`config.mk`:
```
export PLATFORM = sky130hd
export DESIGN_NAME = crcg_top
export DESIGN_NICKNAME = d
export VERILOG_FILES = /design/src/hdl/crcg_pkg.sv /design/src/hdl/crcg_byte_step.sv /design/src/hdl/crcg_readout.sv /design/src/hdl/crcg_top.sv
export SDC_FILE = /design/constraint.sdc
export NUM_CORES = 1
export LEC_CHECK = 0
export CAP_MARGIN = 10
export CORE_MARGIN = 4
export CORE_UTILIZATION = 40
export CTS_CLUSTER_SIZE = 12
export DETAILED_ROUTE_END_ITERATION = 10
export DONT_BUFFER_PORTS = 1
export MAX_ROUTING_LAYER = met4
export PLACE_DENSITY_LB_ADDON = 0.2
export SETUP_SLACK_MARGIN = 0.2
export SLEW_MARGIN = 30
export SYNTH_ARGS = -nofsm -noshare
export SYNTH_HDL_FRONTEND = slang
export SYNTH_HIERARCHICAL = 1
export SYNTH_SLANG_ARGS = --single-unit
export TNS_END_PERCENT = 5
```
`constraint.sdc`:
```
create_clock -name clk -period 4.9 [get_ports clk]
set_clock_uncertainty 0.05 [all_clocks]
set_input_delay 0.98 -clock clk [delete_from_list [all_inputs] [get_ports clk]]
set_output_delay 0.98 -clock clk [all_outputs]
set_load 0.02 [all_outputs]
```
`src/hdl/crcg_pkg.sv`:
```
// Constants shared by the CRC generator/checker design files.
// Assumes a byte-wide register port clocked by the peripheral clock.
package crcg_pkg;
	// ****************************************
	// Register offsets
	// ****************************************
	localparam logic [2:0] ADDR_CONTROL = 3'h0;
	localparam logic [2:0] ADDR_STATUS = 3'h1;
	localparam logic [2:0] ADDR_BYTE_INPUT = 3'h3;
	localparam logic [2:0] ADDR_CHECKSUM_LO = 3'h4;
	localparam logic [2:0] ADDR_CHECKSUM_ONE = 3'h5;
	localparam logic [2:0] ADDR_CHECKSUM_TWO = 3'h6;
	localparam logic [2:0] ADDR_CHECKSUM_HI = 3'h7;

	// ****************************************
	// Field positions
	// ****************************************
	localparam int CTL_PRESET_HI = 7;
	localparam int CTL_PRESET_LO = 6;
	localparam int CTL_WIDE = 5;
	localparam int CTL_SRC_HI = 3;
	localparam int STS_ZERO = 1;
	localparam int STS_BUSY = 0;

	// ****************************************
	// Encodings and values
	// ****************************************
	localparam logic [1:0] PRESET_NONE = 2'h0;
	localparam logic [1:0] PRESET_ZEROS = 2'h2;
	localparam logic [1:0] PRESET_ONES = 2'h3;

	typedef enum logic [3:0] {
		SRC_DISABLED = 4'h0,
		SRC_REGISTER = 4'h1,
		SRC_FLASH = 4'h2,
		SRC_DMA_FIRST = 4'h4,
		SRC_DMA_SECOND = 4'h5
	} crcg_src_t;

	localparam logic [31:0] POLY16 = 32'h00001021;
	localparam logic [31:0] POLY32 = 32'h04c11db7;
	localparam logic [31:0] CHECKSUM_RESET = 32'h00000000;
	localparam logic [31:0] CHECKSUM_ONES = 32'hffffffff;
	localparam logic [7:0] BYTE_ZERO = 8'h00;
endpackage : crcg_pkg

```
`src/hdl/crcg_byte_step.sv`:
```
// One-byte CRC step, MSB first, for a 16- or 32-bit register.
// Assumes the caller registers the result; purely combinational.
`timescale 1ns/1ps
module crcg_byte_step (
	input wire logic [31:0] crcIn,
	input wire logic [7:0] crc_byte_input,
	input wire logic wide,
	output logic [31:0] crcOut
);
	logic [31:0] stage [0:8];
	assign stage[0] = crcIn;
	genvar i;
	generate
		for (i = 0; i < 8; i++) begin : g_bit
			logic fb;
			// Feedback tap sits at bit 15 or bit 31 depending on width
			assign fb = (wide ? stage[i][31] : stage[i][15]) ^ crc_byte_input[7 - i];
			assign stage[i + 1] = wide ?
				({stage[i][30:0], 1'b0} ^ (fb ? crcg_pkg::POLY32 : 32'h00000000)) :
				({16'h0000, stage[i][14:0], 1'b0} ^ (fb ? crcg_pkg::POLY16 : 32'h00000000));
		end
	endgenerate
	assign crcOut = stage[8];
endmodule : crcg_byte_step

```
`src/hdl/crcg_readout.sv`:
```
// Checksum read view: raw, zero for flash while busy, or reversed and complemented for CRC-32 when not busy.
// Assumes the caller registers the selected byte.
`timescale 1ns/1ps
module crcg_readout (
	input wire logic [31:0] crcVal,
	input wire logic wide,
	input wire logic busy,
	input wire logic flashSrc,
	output logic [31:0] viewOut
);
	logic [31:0] reflected;
	genvar i;
	generate
		for (i = 0; i < 32; i++) begin : g_rev
			assign reflected[i] = ~crcVal[31 - i];
		end
	endgenerate
	always_comb begin
		if (flashSrc && busy) begin
			viewOut = crcg_pkg::CHECKSUM_RESET;
		end else if (wide && !busy) begin
			viewOut = reflected;
		end else begin
			viewOut = crcVal;
		end
	end
endmodule : crcg_readout

```
`src/hdl/crcg_top.sv`:
```
// CRC generator/checker with register port, two DMA taps and a flash tap.
// Assumes byte-wide register strobes synchronous to clk; strobes are one-cycle pulses.
//
// Overview of operation
// CRC-16 uses polynomial 0x1021, CRC-32 uses 0x04C11DB7.
// CRC-16 unless wide select set; select frozen while busy.
// Flash source always computes CRC-32.
// One CRC update per byte from the selected source.
// Preset field reads zero; 10 zeros, 11 ones, 00 and 01 nothing.
// Preset lands one cycle after preset upper bit written one.
// Source codes: 0 off, 1 register, 2 flash, 4 DMA0, 5 DMA1.
// Selected source locked until completion or preset.
// Zero flag set on zero checksum at completion; cleared on new source.
// Busy reads one from source selection while source uses engine.
// Register source: software writes one to busy to finish.
// DMA source: busy clears on channel completion or abort.
// DMA source: every channel byte folded in with no other trigger.
// Flash source: busy clears when controller finishes range.
// Updated checksum one cycle after each byte input write.
// Checksum byte writes accepted only while source is disabled.
// Flash source: checksum reads zero while busy.
// CRC-32 and not busy: reads bit-reversed and complemented.
// CRC-16 or busy: reads raw register contents.
// Four checksum bytes, least significant first; upper two CRC-32 only.
// Checksum is all zeros after system reset.
// Memory controller sets range and starts flash CRC itself.
// Reserved source codes behave as disabled; code still refuses checksum byte writes.
`timescale 1ns/1ps
module crcg_top (
	input wire logic clk,
	input wire logic rst,
	input wire logic [2:0] regAddr,
	input wire logic regWrite,
	input wire logic regRead,
	input wire logic [7:0] regWdata,
	output logic [7:0] regRdata,
	input wire logic dmaFirstValid,
	input wire logic [7:0] dmaFirstData,
	input wire logic dmaFirstDone,
	input wire logic dmaSecondValid,
	input wire logic [7:0] dmaSecondData,
	input wire logic dmaSecondDone,
	input wire logic flashValid,
	input wire logic [7:0] flashData,
	input wire logic flashDone,
	output logic busyOut,
	output logic zeroOut
);
	// ****************************************
	// State
	// ****************************************
	logic [31:0] crc_r;
	logic [31:0] crc_nxt;
	logic wide_r;
	logic [3:0] source_r;
	logic busy_r;
	logic zero_r;
	logic [1:0] preset_r;
	logic [7:0] rdata_r;
	logic wrCtl;
	logic wrSts;
	logic wrByte;
	logic srcReg;
	logic srcFlash;
	logic srcDma1;
	logic srcDma2;
	logic srcValid;
	logic effWide;
	logic byteValid;
	logic [7:0] byteData;
	logic finish;
	logic [31:0] stepOut;
	logic [31:0] viewVal;
	logic [3:0] newSrc;
	logic newSrcValid;

	assign wrCtl = regWrite && (regAddr == crcg_pkg::ADDR_CONTROL);
	assign wrSts = regWrite && (regAddr == crcg_pkg::ADDR_STATUS);
	assign wrByte = regWrite && (regAddr == crcg_pkg::ADDR_BYTE_INPUT);

	// ****************************************
	// Source decode
	// ****************************************
	assign srcReg = source_r == crcg_pkg::SRC_REGISTER;
	assign srcFlash = source_r == crcg_pkg::SRC_FLASH;
	assign srcDma1 = source_r == crcg_pkg::SRC_DMA_FIRST;
	assign srcDma2 = source_r == crcg_pkg::SRC_DMA_SECOND;
	// Reserved codes are not engine users
	assign srcValid = srcReg || srcFlash || srcDma1 || srcDma2;
	assign newSrc = regWdata[crcg_pkg::CTL_SRC_HI:0];
	assign newSrcValid = newSrc == crcg_pkg::SRC_REGISTER || newSrc == crcg_pkg::SRC_FLASH ||
		newSrc == crcg_pkg::SRC_DMA_FIRST || newSrc == crcg_pkg::SRC_DMA_SECOND;
	assign effWide = wide_r || srcFlash;

	// ****************************************
	// Input mux: one byte per cycle at most
	// ****************************************
	always_comb begin
		byteValid = 1'b0;
		byteData = crcg_pkg::BYTE_ZERO;
		if (busy_r) begin
			if (srcReg) begin
				byteValid = wrByte;
				byteData = regWdata;
			end else if (srcDma1) begin
				byteValid = dmaFirstValid;
				byteData = dmaFirstData;
			end else if (srcDma2) begin
				byteValid = dmaSecondValid;
				byteData = dmaSecondData;
			end else if (srcFlash) begin
				byteValid = flashValid;
				byteData = flashData;
			end
		end
	end

	// Completion from whichever source owns the engine
	always_comb begin
		finish = 1'b0;
		if (busy_r) begin
			if (srcReg) begin
				finish = wrSts && regWdata[crcg_pkg::STS_BUSY];
			end else if (srcDma1) begin
				finish = dmaFirstDone;
			end else if (srcDma2) begin
				finish = dmaSecondDone;
			end else if (srcFlash) begin
				finish = flashDone;
			end
		end
	end

	crcg_byte_step u_step (
		.crcIn(crc_r),
		.crc_byte_input(byteData),
		.wide(effWide),
		.crcOut(stepOut)
	);

	// ****************************************
	// Checksum register
	// ****************************************
	always_comb begin
		crc_nxt = crc_r;
		if (preset_r == crcg_pkg::PRESET_ZEROS) begin
			crc_nxt = crcg_pkg::CHECKSUM_RESET;
		end else if (preset_r == crcg_pkg::PRESET_ONES) begin
			crc_nxt = crcg_pkg::CHECKSUM_ONES;
		end else if (byteValid) begin
			crc_nxt = stepOut;
		end else if (regWrite && source_r == crcg_pkg::SRC_DISABLED) begin
			// Direct loading only while disabled
			case (regAddr)
				crcg_pkg::ADDR_CHECKSUM_LO: crc_nxt[7:0] = regWdata;
				crcg_pkg::ADDR_CHECKSUM_ONE: crc_nxt[15:8] = regWdata;
				crcg_pkg::ADDR_CHECKSUM_TWO: crc_nxt[23:16] = regWdata;
				crcg_pkg::ADDR_CHECKSUM_HI: crc_nxt[31:24] = regWdata;
				default: crc_nxt = crc_r;
			endcase
		end
	end

	always_ff @(posedge clk) begin
		if (rst) begin
			crc_r <= crcg_pkg::CHECKSUM_RESET;
		end else begin
			crc_r <= crc_nxt;
		end
	end

	// Preset command is held one cycle so it lands a cycle after the write
	always_ff @(posedge clk) begin
		if (rst) begin
			preset_r <= crcg_pkg::PRESET_NONE;
		end else if (wrCtl && regWdata[crcg_pkg::CTL_PRESET_HI]) begin
			preset_r <= regWdata[crcg_pkg::CTL_PRESET_HI:crcg_pkg::CTL_PRESET_LO];
		end else begin
			preset_r <= crcg_pkg::PRESET_NONE;
		end
	end

	// ****************************************
	// Control: width, source and busy
	// ****************************************
	always_ff @(posedge clk) begin
		if (rst) begin
			wide_r <= 1'b0;
		end else if (wrCtl && !busy_r) begin
			wide_r <= regWdata[crcg_pkg::CTL_WIDE];
		end
	end

	// Preset releases the lock; the same write may then pick a source
	always_ff @(posedge clk) begin
		if (rst) begin
			source_r <= crcg_pkg::SRC_DISABLED;
			busy_r <= 1'b0;
		end else if (wrCtl && (!busy_r || regWdata[crcg_pkg::CTL_PRESET_HI])) begin
			source_r <= newSrc;
			busy_r <= newSrcValid;
		end else if (finish) begin
			busy_r <= 1'b0;
		end
	end

	// Completion sets the flag; a new source selection clears it
	always_ff @(posedge clk) begin
		if (rst) begin
			zero_r <= 1'b0;
		end else if (finish) begin
			zero_r <= (crc_r == crcg_pkg::CHECKSUM_RESET);
		end else if (wrCtl && (!busy_r || regWdata[crcg_pkg::CTL_PRESET_HI])) begin
			zero_r <= 1'b0;
		end
	end

	// ****************************************
	// Read path
	// ****************************************
	crcg_readout u_view (
		.crcVal(crc_r),
		.wide(effWide),
		.busy(busy_r),
		.flashSrc(srcFlash),
		.viewOut(viewVal)
	);

	always_ff @(posedge clk) begin
		if (rst) begin
			rdata_r <= crcg_pkg::BYTE_ZERO;
		end else if (regRead) begin
			case (regAddr)
				crcg_pkg::ADDR_CONTROL: rdata_r <= {2'b00, wide_r, 1'b0, source_r};
				crcg_pkg::ADDR_STATUS: rdata_r <= {6'h00, zero_r, busy_r};
				crcg_pkg::ADDR_CHECKSUM_LO: rdata_r <= viewVal[7:0];
				crcg_pkg::ADDR_CHECKSUM_ONE: rdata_r <= viewVal[15:8];
				crcg_pkg::ADDR_CHECKSUM_TWO: rdata_r <= viewVal[23:16];
				crcg_pkg::ADDR_CHECKSUM_HI: rdata_r <= viewVal[31:24];
				default: rdata_r <= crcg_pkg::BYTE_ZERO;
			endcase
		end
	end

	always_ff @(posedge clk) begin
		if (rst) begin
			busyOut <= 1'b0;
			zeroOut <= 1'b0;
		end else begin
			busyOut <= busy_r;
			zeroOut <= zero_r;
		end
	end
	assign regRdata = rdata_r;

	// ****************************************
	// Checks
	// ****************************************
	preset_timing_a: assert property (@(posedge clk) disable iff (rst)
		wrCtl && regWdata[7:6] == 2'b11 |-> ##2 crc_r == 32'hffffffff)
		else $error("preset ones did not land");
	preset_zero_a: assert property (@(posedge clk) disable iff (rst)
		wrCtl && regWdata[7:6] == 2'b10 |-> ##2 crc_r == 32'h00000000)
		else $error("preset zeros did not land");
	width_lock_a: assert property (@(posedge clk) disable iff (rst)
		busy_r && $past(busy_r) |-> $stable(wide_r))
		else $error("width changed while busy");
	source_lock_a: assert property (@(posedge clk) disable iff (rst)
		busy_r && !(wrCtl && regWdata[7]) |=> $stable(source_r))
		else $error("source changed while locked");
	byte_update_a: assert property (@(posedge clk) disable iff (rst)
		busy_r && srcReg && wrByte && preset_r == 2'b00 |=> crc_r == $past(stepOut))
		else $error("byte not folded next cycle");
	reg_finish_a: assert property (@(posedge clk) disable iff (rst)
		busy_r && srcReg && wrSts && regWdata[0] && !wrCtl |=> !busy_r)
		else $error("busy not cleared by software");
	dma_finish_a: assert property (@(posedge clk) disable iff (rst)
		busy_r && srcDma1 && dmaFirstDone && !wrCtl |=> !busy_r)
		else $error("busy not cleared on dma done");
	reserved_idle_a: assert property (@(posedge clk) disable iff (rst)
		!srcValid |-> !busy_r)
		else $error("busy with reserved source");
	locked_write_a: assert property (@(posedge clk) disable iff (rst)
		source_r != 4'h0 && !byteValid && preset_r == 2'b00 |=> $stable(crc_r))
		else $error("checksum changed while locked");
	zero_flag_a: assert property (@(posedge clk) disable iff (rst)
		finish |=> zero_r == ($past(crc_r) == 32'h0))
		else $error("zero flag wrong at completion");

	// ****************************************
	// Checks: engine and flags
	// ****************************************
	// No disable here: this one watches what reset itself leaves behind
	reset_state_a: assert property (@(posedge clk)
		rst |=> crc_r == crcg_pkg::CHECKSUM_RESET && !busy_r && !zero_r)
		else $error("state not cleared by reset");
	dma2_finish_a: assert property (@(posedge clk) disable iff (rst)
		busy_r && srcDma2 && dmaSecondDone && !wrCtl |=> !busy_r)
		else $error("busy not cleared on second dma done");
	flash_finish_a: assert property (@(posedge clk) disable iff (rst)
		busy_r && srcFlash && flashDone && !wrCtl |=> !busy_r)
		else $error("busy not cleared on flash done");
	dma_fold_a: assert property (@(posedge clk) disable iff (rst)
		busy_r && srcDma1 && dmaFirstValid && preset_r == crcg_pkg::PRESET_NONE
			|=> crc_r == $past(stepOut))
		else $error("first dma byte not folded");
	dma2_fold_a: assert property (@(posedge clk) disable iff (rst)
		busy_r && srcDma2 && dmaSecondValid && preset_r == crcg_pkg::PRESET_NONE
			|=> crc_r == $past(stepOut))
		else $error("second dma byte not folded");
	flash_fold_a: assert property (@(posedge clk) disable iff (rst)
		busy_r && srcFlash && flashValid && preset_r == crcg_pkg::PRESET_NONE
			|=> crc_r == $past(stepOut))
		else $error("flash byte not folded");
	idle_hold_a: assert property (@(posedge clk) disable iff (rst)
		busy_r && !byteValid && preset_r == crcg_pkg::PRESET_NONE |=> $stable(crc_r))
		else $error("checksum moved without a byte");
	reserved_hold_a: assert property (@(posedge clk) disable iff (rst)
		source_r != crcg_pkg::SRC_DISABLED && !srcValid &&
			preset_r == crcg_pkg::PRESET_NONE |=> $stable(crc_r))
		else $error("reserved source changed checksum");
	busy_select_a: assert property (@(posedge clk) disable iff (rst)
		wrCtl && !busy_r && newSrcValid |=> busy_r)
		else $error("busy not set on source select");
	zero_clear_a: assert property (@(posedge clk) disable iff (rst)
		wrCtl && !busy_r |=> !zero_r)
		else $error("zero flag kept on new source");
	width_hold_a: assert property (@(posedge clk) disable iff (rst)
		busy_r && wrCtl |=> $stable(wide_r))
		else $error("width taken while busy");
	direct_load_a: assert property (@(posedge clk) disable iff (rst)
		regWrite && regAddr == crcg_pkg::ADDR_CHECKSUM_LO && source_r == crcg_pkg::SRC_DISABLED &&
			preset_r == crcg_pkg::PRESET_NONE |=> crc_r[7:0] == $past(regWdata))
		else $error("checksum byte not loaded while disabled");

	// ****************************************
	// Checks: read path and outputs
	// ****************************************
	flags_out_a: assert property (@(posedge clk) disable iff (rst)
		busyOut == $past(busy_r) && zeroOut == $past(zero_r))
		else $error("flag outputs do not follow flags");
	status_read_a: assert property (@(posedge clk) disable iff (rst)
		regRead && regAddr == crcg_pkg::ADDR_STATUS |=>
			rdata_r == {6'h00, $past(zero_r), $past(busy_r)})
		else $error("status read wrong");
	control_read_a: assert property (@(posedge clk) disable iff (rst)
		regRead && regAddr == crcg_pkg::ADDR_CONTROL |=>
			rdata_r == {2'b00, $past(wide_r), 1'b0, $past(source_r)})
		else $error("control read wrong");
	flash_hidden_a: assert property (@(posedge clk) disable iff (rst)
		regRead && regAddr == crcg_pkg::ADDR_CHECKSUM_LO && srcFlash && busy_r |=>
			rdata_r == crcg_pkg::BYTE_ZERO)
		else $error("flash checksum visible while busy");
endmodule : crcg_top

```
==> summary.txt, run 1 <==
STA
  – Setup ws final: 0.830 ns
  – Final Hold Fails: 0
  – Slew @ Worst Pin: 0.989 ns
  – Slew HR: 33.7%
  – Post-layout minimum cycle time: 4.07 ns
  – RSZ-0062 raised after global routing: false
  – Setup TNS: 0 ns
  – Max Slew Vio Count: 0
  – Final hold slack: 0.442 ns
  – Fmax: 246 MHz
  – Fin crit share: 83.1%
  – Final Setup Violations: 0

Route
  – DRC violations left: 0
  – Iteration-0 DRC Markers: 456
  – WL final: 17.5 mm
  – Drt wl/cell: 22.2 µm
  – 1st-pass router iterations: 6
  – Via/cell ratio: 6.07
  – Routed Antenna Nets: 0
  – Via count: 4786

Synthesis
  – Post-synthesis sequential area ratio: 19.3%
  – Synth Warn #: 6
  – Area share of the largest cell type after synthesis: 19.3%
  – FFs w/ async S/R, synth: 0%
  – Ys flop type: dfxtp_1
  – Gate Count Post-Synth: 649
  – Synth Cell Area: 5280 µm²
  – EDFF count, synth: 0
  – Post-synth cell types: 58
  – Most frequent cell after synthesis: nand2_1
  – Mapped Nets: 694
  – Area leader, netlist: dfxtp_1
  – Top cells by area, synth: dfxtp_1 (19%), xor2_1 (7.3%), a211oi_2 (7.1%)
  – Synth Register Bits: 51
  – Synth top cells by count: nand2_1 (77), o21ai_0 (55), dfxtp_1 (51)
  – Avg Cell Area, Syn: 8.13 µm²

Floorplan
  – Initial Util: 41.3%
  – Core Region: 12800 µm²
  – FP Rows: 41
  – I/O pin count: 55
  – Die ar.: 15100 µm²
  – Die width: 123 µm
  – Die Y: 123 µm

Layout
  – Layout cell share with drive strength beyond 1: 14.4%
  – # nets final: 660
  – Layout area overhead: 4.13%
  – Ant diodes: 0

Clock network
  – Root Buffer: clkbuf_16
  – Clk pin slew, worst setup/hold paths: 0.07 ns
  – Clock Latency Late Sink: 0.29 ns
  – # hold bufs at CTS: 0
  – Resized cells post-CTS: 0
  – Htree depth: 2
  – Setup Buffers After CTS: 0
  – Clock Tree Buf Depth: 2
  – CTS sink count: 51
  – CTS tree: built
  – Total CTS buffers: 5

Critical path
  – Largest stage delay on the critical path: 0.55 ns
  – CP Buf/Inv Count: 1
  – R2r startpoint: source_r[1]
  – Critical path's top delay family: XOR/XNOR gates
  – CP max-delay cell: dfxtp_1
  – Critical path class: register to register
  – Crit-path max FO: 10
  – Critical path origin: source_r[1]
  – CP arrival: 4.24 ns
  – CP dominant cell by count: xnor2_1
  – CP required: 5.07 ns
  – Startpoint Class: register
  – Crit path cell chain: nor4b_2 > buf_4 > a222oi_1 > nor2b_1 > xnor3_2 > o21ai_4 > xor2_4 > xor2_2 > xnor2_1 > mux2i_1 > xnor2_1 > nor2_1 > a211oi_2
  – CP endpoint kind: register

GRT
  – Initial antenna violation count: 0
  – Number of global-route vias before repair: 4525
  – Tot GR Track Use: 24.1%
  – Grt total ovfl: 0
  – First-pass GRT wire length: 27.0 mm
  – Largest net degree at the start of global routing: 49

Power
  – VDD IR max: 0.000154 V
  – Pwr Density: 220 nW/µm²
  – Cell leakage power: 0.00181 µW

Placement
  – DP HPWL: 12.3 mm
  – Dpl ws: 0.836 ns
  – Input/output buffers: 0
  – Placer Congestion: 0.937

Run
  – Maxcap violations: 0

Min path
  – Hold Path Class: register to register
  – Critical hold path startpoint: zero_r

Run status
  – Result of the run: finished clean
-- final cells by class --
class / count / area [µm²]
Clock inverter: 3 / 67.6
Fill cell: 1296 / 7280
Tap cell: 172 / 215
Timing Repair Buffer: 13 / 97.6
Multi-Input combinational cell: 525 / 3900
Sequential cell: 51 / 1020
Clock buffer: 5 / 125
Inverter: 19 / 71.3
-- cell families after synthesis --
| family | Yosys count | synth area share, % |
|---|---|---|
| and+or+nand+nor | 201 | 18.3 |
| DFF | 51 | 19.3 |
| muxes | 47 | 10.8 |
| xor gates and xnor gates | 95 | 18.4 |
| AOI/OAI and AO/OA | 182 | 25.8 |
| buffers and inverters | 73 | 7.37 |
-- registers in the layout, indices dropped and copies added (netlist names) --
register and cells:
zeroOut 1, preset_r 2, crc_r 32, busy_r 1, source_r 4, wide_r 1, regRdata 8, zero_r 1
busyOut 1
-- final timing paths --
path         slack, ns  cells after the start   endpoint
max               0.83                     13  crc_r[11]
min reg2reg       0.44                      1    zeroOut
max reg2reg       0.83                     13  crc_r[11]
min               0.44                      1    zeroOut
-- layout by cell type, fill, tap and decap left out, drive strengths merged, types with 5 or more instances in the layout --
master | synthesis | layout
nor2 | 47 | 47
xnor2 | 43 | 43
mux4 | 7 | 7
clkbuf | 33 | 5
and2 | 19 | 19
nand3 | 8 | 8
o21ai | 89 | 89
buf | 21 | 13
mux2 | 9 | 9
a21oi | 10 | 10
nor3 | 5 | 5
a222oi | 8 | 8
a311oi | 33 | 33
nand2 | 77 | 77
nor2b | 13 | 13
inv | 19 | 19
mux2i | 31 | 31
nand2b | 7 | 7
nor4 | 9 | 9
xor2 | 50 | 50
a211oi | 33 | 33
dfxtp | 51 | 51
-- metal layers --
layer  global-route usage (%)  part of all wire, %  wire length [µm]  up-vias
met2                     36.4                   45              7890      248
met1                     32.1                   42              7410     2246
met3                     3.69                  8.1              1410       45
met4                     9.94                  4.5               781        0
li1                         -                    -                 -     2247
met5                        -                    0                 0        -
-- power breakdown --
part	total [µW]	internal, µW	switching [µW]
Clock	467	293	173
Combinational	279	124	155
Sequential	464	428	35.6
Total	1210	845	364
-- metrics by stage --
stage	total power [µW]	utilization (%)	instance area [µm²]	instances
3_3_place_gp	746	41.4	5290	780
2_1_floorplan	698	-	5280	649
4_1_cts	1210	43.0	5500	788
3_5_place_dp	747	41.5	5300	780
5_1_grt	1260	43.0	5500	788
6_report	1210	43.0	5500	788
Power figures use the tool's default switching activity.
==> run 2: changes to the inputs <==
- clock period: 4.9 -> 3.6 ns (I/O delays scaled with it)
==> run 2 against run 1 <==
Against the previous run: global-route usage rose by 1.5 points; design area rose by 6.4%; highest routed layer unchanged; hold slack lost 0.017 ns; critical path type unchanged; fmax up 24%; total power increased by 37%; critical endpoint is now crc_r[4]; combinational power is 55% higher; flip-flop and latch count did not move; die area did not move; register-to-register slack worse by 0.51 ns; clock-buffer cell count grew 1; wire length increased by 7.3%; first-iteration DRC count up 41%.
==> summary.txt, run 2 (synthesis results as in run 1) <==
Run status
  – Result of the run: finished clean (unchanged)

Layout
  – # nets final: 693 (was 660)
  – Design Area, Final: 5850 µm² (was 5500 µm²)
  – Most frequent cells in the layout: nand2_1 (75), o21ai_0 (55), nor2_1 (47) (was nand2_1 (77), o21ai_0 (55), dfxtp_1 (50))
  – Ant diodes: 0 (unchanged)
  – Cell Count, Final, Fillers Out: 821 (was 788)
  – Max FFs per register: 32 (unchanged)
  – Commonest non-fill, non-tap cell in the layout: nand2_1 (unchanged)
  – Layout area overhead: 10.8% (was 4.13%)
  – Most flop-heavy register: crc_r (unchanged)
  – Layout cell share with drive strength beyond 1: 21.3% (was 14.4%)

Min path
  – Hold Path Class: primary input to register (was register to register)

Clock network
  – CTS tree: built (unchanged)
  – Root Buffer: clkbuf_16 (unchanged)
  – Clk pin slew, worst setup/hold paths: 0.08 ns (was 0.07 ns)
  – # hold bufs at CTS: 0 (unchanged)
  – CTS sink count: 51 (unchanged)
  – Total CTS buffers: 5 (unchanged)
  – Clock Tree Buf Depth: 2 (unchanged)
  – Htree depth: 2 (unchanged)
  – Clock Latency Late Sink: 0.30 ns (was 0.29 ns)

Placement
  – Cell count after placement: 806 (was 780)
  – Input/output buffers: 0 (unchanged)
  – DP Area: 5550 µm² (was 5300 µm²)
  – Placer Congestion: 0.914 (was 0.937)
  – DP HPWL: 13.0 mm (was 12.3 mm)
  – Dpl ws: 0.0919 ns (was 0.836 ns)

Floorplan
  – Die Y: 123 µm (unchanged)
  – Core Region: 12800 µm² (unchanged)
  – Die ar.: 15100 µm² (unchanged)
  – Die width: 123 µm (unchanged)
  – Initial Util: 41.3% (unchanged)
  – I/O pin count: 55 (unchanged)
  – FP Rows: 41 (unchanged)

Route
  – DRC violations left: 0 (unchanged)
  – Iteration-0 DRC Markers: 645 (was 456)
  – Via/cell ratio: 6.11 (was 6.07)
  – Via count: 5013 (was 4786)
  – Drt wl/cell: 22.9 µm (was 22.2 µm)
  – Routed Antenna Nets: 0 (unchanged)
  – 1st-pass router iterations: 6 (unchanged)
  – WL final: 18.8 mm (was 17.5 mm)

Critical path
  – Critical path class: register to register (unchanged)
  – CP required: 3.78 ns (was 5.07 ns)
  – Startpoint Class: register (unchanged)
  – Crit-path max FO: 8 (was 10)
  – CP endpoint kind: register (unchanged)
  – CP arrival: 3.46 ns (was 4.24 ns)

STA
  – Fmax: 305 MHz (was 246 MHz)
  – Max Slew Vio Count: 0 (unchanged)
  – RSZ-0062 raised after global routing: true (was false)
  – Final Setup Violations: 0 (unchanged)
  – Fin crit share: 91.2% (was 83.1%)
  – Setup TNS: 0 ns (unchanged)
  – Slew HR: 26.1% (was 33.7%)
  – Final Hold Fails: 0 (unchanged)
  – Setup ws final: 0.317 ns (was 0.830 ns)
  – Post-layout minimum cycle time: 3.28 ns (was 4.07 ns)
  – Slew @ Worst Pin: 1.10 ns (was 0.989 ns)

GRT
  – Number of global-route vias before repair: 4776 (was 4525)
  – First-pass GRT wire length: 28.4 mm (was 27.0 mm)
  – Initial antenna violation count: 0 (unchanged)
  – Grt total ovfl: 0 (unchanged)
  – Largest net degree at the start of global routing: 61 (was 49)
  – Tot GR Track Use: 25.6% (was 24.1%)

Power
  – Pwr Density: 284 nW/µm² (was 220 nW/µm²)
  – Cell leakage power: 0.00203 µW (was 0.00181 µW)
  – VDD IR max: 0.000198 V (was 0.000154 V)

Run
  – Maxcap violations: 0 (unchanged)
run 2: cell types whose count changed in the layout (fill, tap and decap cells not counted), moves of 2 or more:
cell and delta:
buf_4 +28, buf_12 +4, dfxtp_1 -4, dfxtp_2 +3, nand2_1 -2, nand2_2 +2, nor2b_1 -2, nor2b_2 +2
xnor2_1 -2, xnor2_2 +2, xor2_1 -2
run 2: final cells by class:
class                   instances  area (µm²)
clock buffers                   6         139
inverters                      19        71.3
multi-input cells             525        3960
clock inverters                 2        38.8
well taps                     172         215
fillers                      1242        6930
repair buffers                 46         393
flip-flops and latches         51        1030
run 2: timing repair:
item / CTS / global route
setup buffers: 0 / 7
gates resized for setup: 3 / 12
endpoints found under the setup margin: 3 / 17
pin swaps: 1 / 9
endpoints found under the hold margin: 0 / 0
run 2: metal layers:
metal | wire length (µm) | track usage (%) | up-vias
met1 | 7700 | 32.8 | 2418
met3 | 1630 | 5.16 | 27
li1 | - | - | 2307
met5 | 0 | - | -
met4 | 445 | 7.28 | 0
met2 | 8990 | 40.9 | 261
run 2: path summary, 6_finish.rpt:
check                                 start     endpoint  slack, ns  depth (start not counted)
worst max-delay path            source_r[2]     crc_r[4]       0.32                         14
worst min-delay path                    rst  source_r[2]       0.42                          1
worst max register to register  source_r[2]     crc_r[4]       0.32                         14
worst min register to register       zero_r      zeroOut       0.44                          1
run 2: where the power goes:
group          internal, µW  switching (µW)  leakage, µW
clock                   351             245    0.0000875
sequential              583            49.8     0.000417
combinational           204             229      0.00152
total                  1140             523      0.00203
run 2: stage by stage:
step | utilization, % | hold slack, ns | total power [µW]
6_report | 45.8 | 0.425 | 1660
5_1_grt | 45.8 | 0.414 | 1720
3_5_place_dp | 43.5 | 0.426 | 1050
3_3_place_gp | 43.5 | 0.427 | 1050
4_1_cts | 44.9 | 0.418 | 1650
2_1_floorplan | - | 0.413 | 955
run 2: worst max-delay path, cell delays in order (launching register included):
cell and delay [ns]:
dfxtp_4 0.38, buf_2 0.16, buf_4 0.15, and2_4 0.16
a222oi_1 0.33, nor2b_2 0.11, xnor3_2 0.26, o21ai_4 0.19
xor2_4 0.27, buf_12 0.15, xor2_4 0.24, mux2_4 0.34
xnor2_2 0.12, nor2_1 0.07, a211oi_2 0.23
==> run 3: changes to the inputs <==
- clock period: 3.6 -> 3.02 ns (I/O delays scaled with it)
==> run 3 against run 2 <==
Against the previous run: the flow now finishes with violations (negative setup slack); clock-buffer cell count decreased by 1; core utilization rose by 2.4 points; setup slack lost 0.47 ns; combinational power grew 31%; sequential share of layout area decreased by 0.85 points; fmax rose by 3.5%; via count increased by 3.1%; highest routed layer unchanged.
==> summary.txt, run 3 (synthesis results as in run 1) <==
Power
  – Comb pwr share: 29.6% (was 26.1%)
  – Pwr Density: 312 nW/µm² (was 284 nW/µm²)
  – Reg power frac: 38.7% (was 38.1%)
  – Net Sw Frac: 33.4% (was 31.5%)
  – Cell leakage power: 0.00218 µW (was 0.00203 µW)
  – Int Pwr: 1280 µW (was 1140 µW)
  – Clock share of power: 31.7% (was 35.9%)
  – VDD IR max: 0.000215 V (was 0.000198 V)
  – Sw power: 641 µW (was 523 µW)

Clock network
  – CTS sink count: 51 (unchanged)
  – CTS tree: built (unchanged)
  – Clock Tree Buf Depth: 2 (unchanged)
  – # hold bufs at CTS: 0 (unchanged)
  – Clock Latency Late Sink: 0.30 ns (about the same)
  – Htree depth: 2 (unchanged)
  – Clk pin slew, worst setup/hold paths: 0.08 ns (about the same)
  – Root Buffer: clkbuf_16 (unchanged)
  – Total CTS buffers: 5 (unchanged)

GRT
  – Grt total ovfl: 0 (unchanged)
  – First-pass GRT wire length: 29.3 mm (was 28.4 mm)
  – Tot GR Track Use: 26.2% (was 25.6%)
  – Largest net degree at the start of global routing: 55 (was 61)
  – Number of global-route vias before repair: 5015 (was 4776)
  – Initial antenna violation count: 0 (unchanged)

Critical path
  – CP required: 3.19 ns (was 3.78 ns)
  – Critical path class: register to register (unchanged)
  – CP endpoint kind: register (unchanged)
  – R2r startpoint: source_r[2] (unchanged)
  – Worst reg-to-reg setup slack: -0.15 ns (was 0.32 ns)
  – Worst R2R End: crc_r[13] (was crc_r[4])
  – R2R depth: 13 (was 14)
  – Startpoint Class: register (unchanged)
  – CP arrival: 3.34 ns (was 3.46 ns)
  – Critical path origin: source_r[2] (unchanged)
  – Crit-path max FO: 7 (was 8)

Layout
  – Number of fill cells: 1213 (was 1242)
  – Cell Count, Final, Fillers Out: 853 (was 821)
  – Reg area: 1030 µm² (about the same)
  – # nets final: 725 (was 693)
  – Multi-input gate area: 4060 µm² (was 3960 µm²)
  – Max FFs per register: 32 (unchanged)
  – Layout cell share with drive strength beyond 1: 27.0% (was 21.3%)
  – Commonest non-fill, non-tap cell in the layout: nand2_1 (unchanged)
  – Layout area overhead: 16.7% (was 10.8%)
  – Ant diodes: 0 (unchanged)
  – Most flop-heavy register: crc_r (unchanged)
  – Most frequent cells in the layout: nand2_1 (75), buf_4 (73), o21ai_0 (55) (was nand2_1 (75), o21ai_0 (55), nor2_1 (47))

Min path
  – Hold Path Class: primary input to register (unchanged)
  – Hold endpoint: source_r[1] (was source_r[2])
  – Critical hold path startpoint: rst (unchanged)
  – Hold path depth: 1 (unchanged)

Placement
  – DP HPWL: 13.4 mm (was 13.0 mm)
  – Input/output buffers: 0 (unchanged)
  – Placer Congestion: 0.928 (was 0.914)
  – Cell count after placement: 842 (was 806)
  – Dpl ws: -0.363 ns (was 0.0919 ns)

Route
  – Routed Antenna Nets: 0 (unchanged)
  – 1st-pass router iterations: 5 (was 6)
  – Drt wl/cell: 22.2 µm (was 22.9 µm)
  – Iteration-0 DRC Markers: 483 (was 645)
  – Via count: 5167 (was 5013)
  – WL final: 19.0 mm (was 18.8 mm)
  – Via/cell ratio: 6.06 (was 6.11)
  – DRC violations left: 0 (unchanged)

STA
  – Fin crit share: 105% (was 91.2%)
  – Slew HR: 32.8% (was 26.1%)
  – RSZ-0062 raised after global routing: true (unchanged)
  – Final Setup Violations: 12 (was 0)
  – Fmax: 315 MHz (was 305 MHz)
  – Slew @ Worst Pin: 1.01 ns (was 1.10 ns)
  – Post-layout minimum cycle time: 3.17 ns (was 3.28 ns)
  – Final Hold Fails: 0 (unchanged)
  – Setup ws final: -0.152 ns (was 0.317 ns)
  – Max Slew Vio Count: 0 (unchanged)

Floorplan
  – I/O pin count: 55 (unchanged)
  – FP Rows: 41 (unchanged)
  – Die Y: 123 µm (unchanged)
  – Core Region: 12800 µm² (unchanged)
  – Die ar.: 15100 µm² (unchanged)
  – Initial Util: 41.3% (unchanged)
  – Die width: 123 µm (unchanged)

Run
  – Maxcap violations: 0 (unchanged)

Run status
  – Failing checks: negative setup slack
  – Result of the run: finished, violations left (was finished clean)
-- run 3: changes by cell type in the layout (fill, tap and decap cells not counted), moves of 4 or more --
cell     previous run  this run
xnor2_2             5         9
xor2_1             42        38
xor2_2              5         9
buf_4              41        73
xnor2_1            37        33
-- run 3: cell type report --
class                           count  share of cell area (%)
Tap cell                          172                    3.50
Multi-Input combinational cell    525                    65.9
Inverter                           19                    1.16
Timing Repair Buffer               78                    10.2
Clock inverter                      3                   0.386
Sequential cell                    51                    16.8
Clock buffer                        5                    2.03
-- run 3: worst max-delay path: stages, from the launching register on --
cell and delay (ns):
dfxtp_4 0.41, mux2_2 0.34, a222oi_1 0.34, nor2b_2 0.10, xnor3_2 0.26, o21ai_4 0.18, xor2_4 0.22, buf_4 0.17
xor2_4 0.24, xor2_1 0.17, nand2_1 0.08, xnor2_1 0.20, nor2_1 0.08, a211oi_2 0.25
-- run 3: how the worst max path moves through the flow --
stage	endpoint	slack (ns)
after floorplan	crc_r[11]	-0.22
after global placement	crc_r[14]	-0.32
after global routing	crc_r[11]	-0.32
final	crc_r[13]	-0.15
after detailed placement	crc_r[14]	-0.36
after CTS	crc_r[4]	-0.14
-- run 3: stage by stage --
stage	setup TNS (ns)	util (%)	instance area (µm²)	power, µW	hold WS [ns]
2_1_floorplan	-1.35	-	5360	1140	0.413
3_3_place_gp	-3.45	45.6	5830	1280	0.425
3_5_place_dp	-4.40	45.6	5830	1290	0.421
4_1_cts	-0.898	47.8	6110	1910	0.296
5_1_grt	-4.62	48.2	6160	2000	0.291
6_report	-0.732	48.2	6160	1920	0.308
-- run 3: repair_timing --
action	4_1_cts	5_1_grt
pin swaps	19	5
buffers inserted	3	0
endpoints found under the setup margin	34	33
resized for setup	24	9
-- run 3: power by group through the flow --
stage | Sequential [µW] | Combinational (µW) | Clock [µW]
final | 742 | 568 | 608
after global routing | 745 | 611 | 646
after CTS | 741 | 551 | 619
after detailed placement | 758 | 529 | 0
after global placement | 758 | 525 | 0
after floorplan | 741 | 400 | 0
-- run 3: metal layers --
| metal | GRT usage, % | up-vias | part of all wire, % | wire length (µm) |
|---|---|---|---|---|
| li1 | - | 2367 | - | - |
| met1 | 33.8 | 2444 | 40 | 7650 |
| met2 | 40.9 | 305 | 46 | 8780 |
| met3 | 4.56 | 51 | 9.2 | 1750 |
| met4 | 10.2 | 0 | 4.1 | 775 |
| met5 | - | - | 0 | 0 |
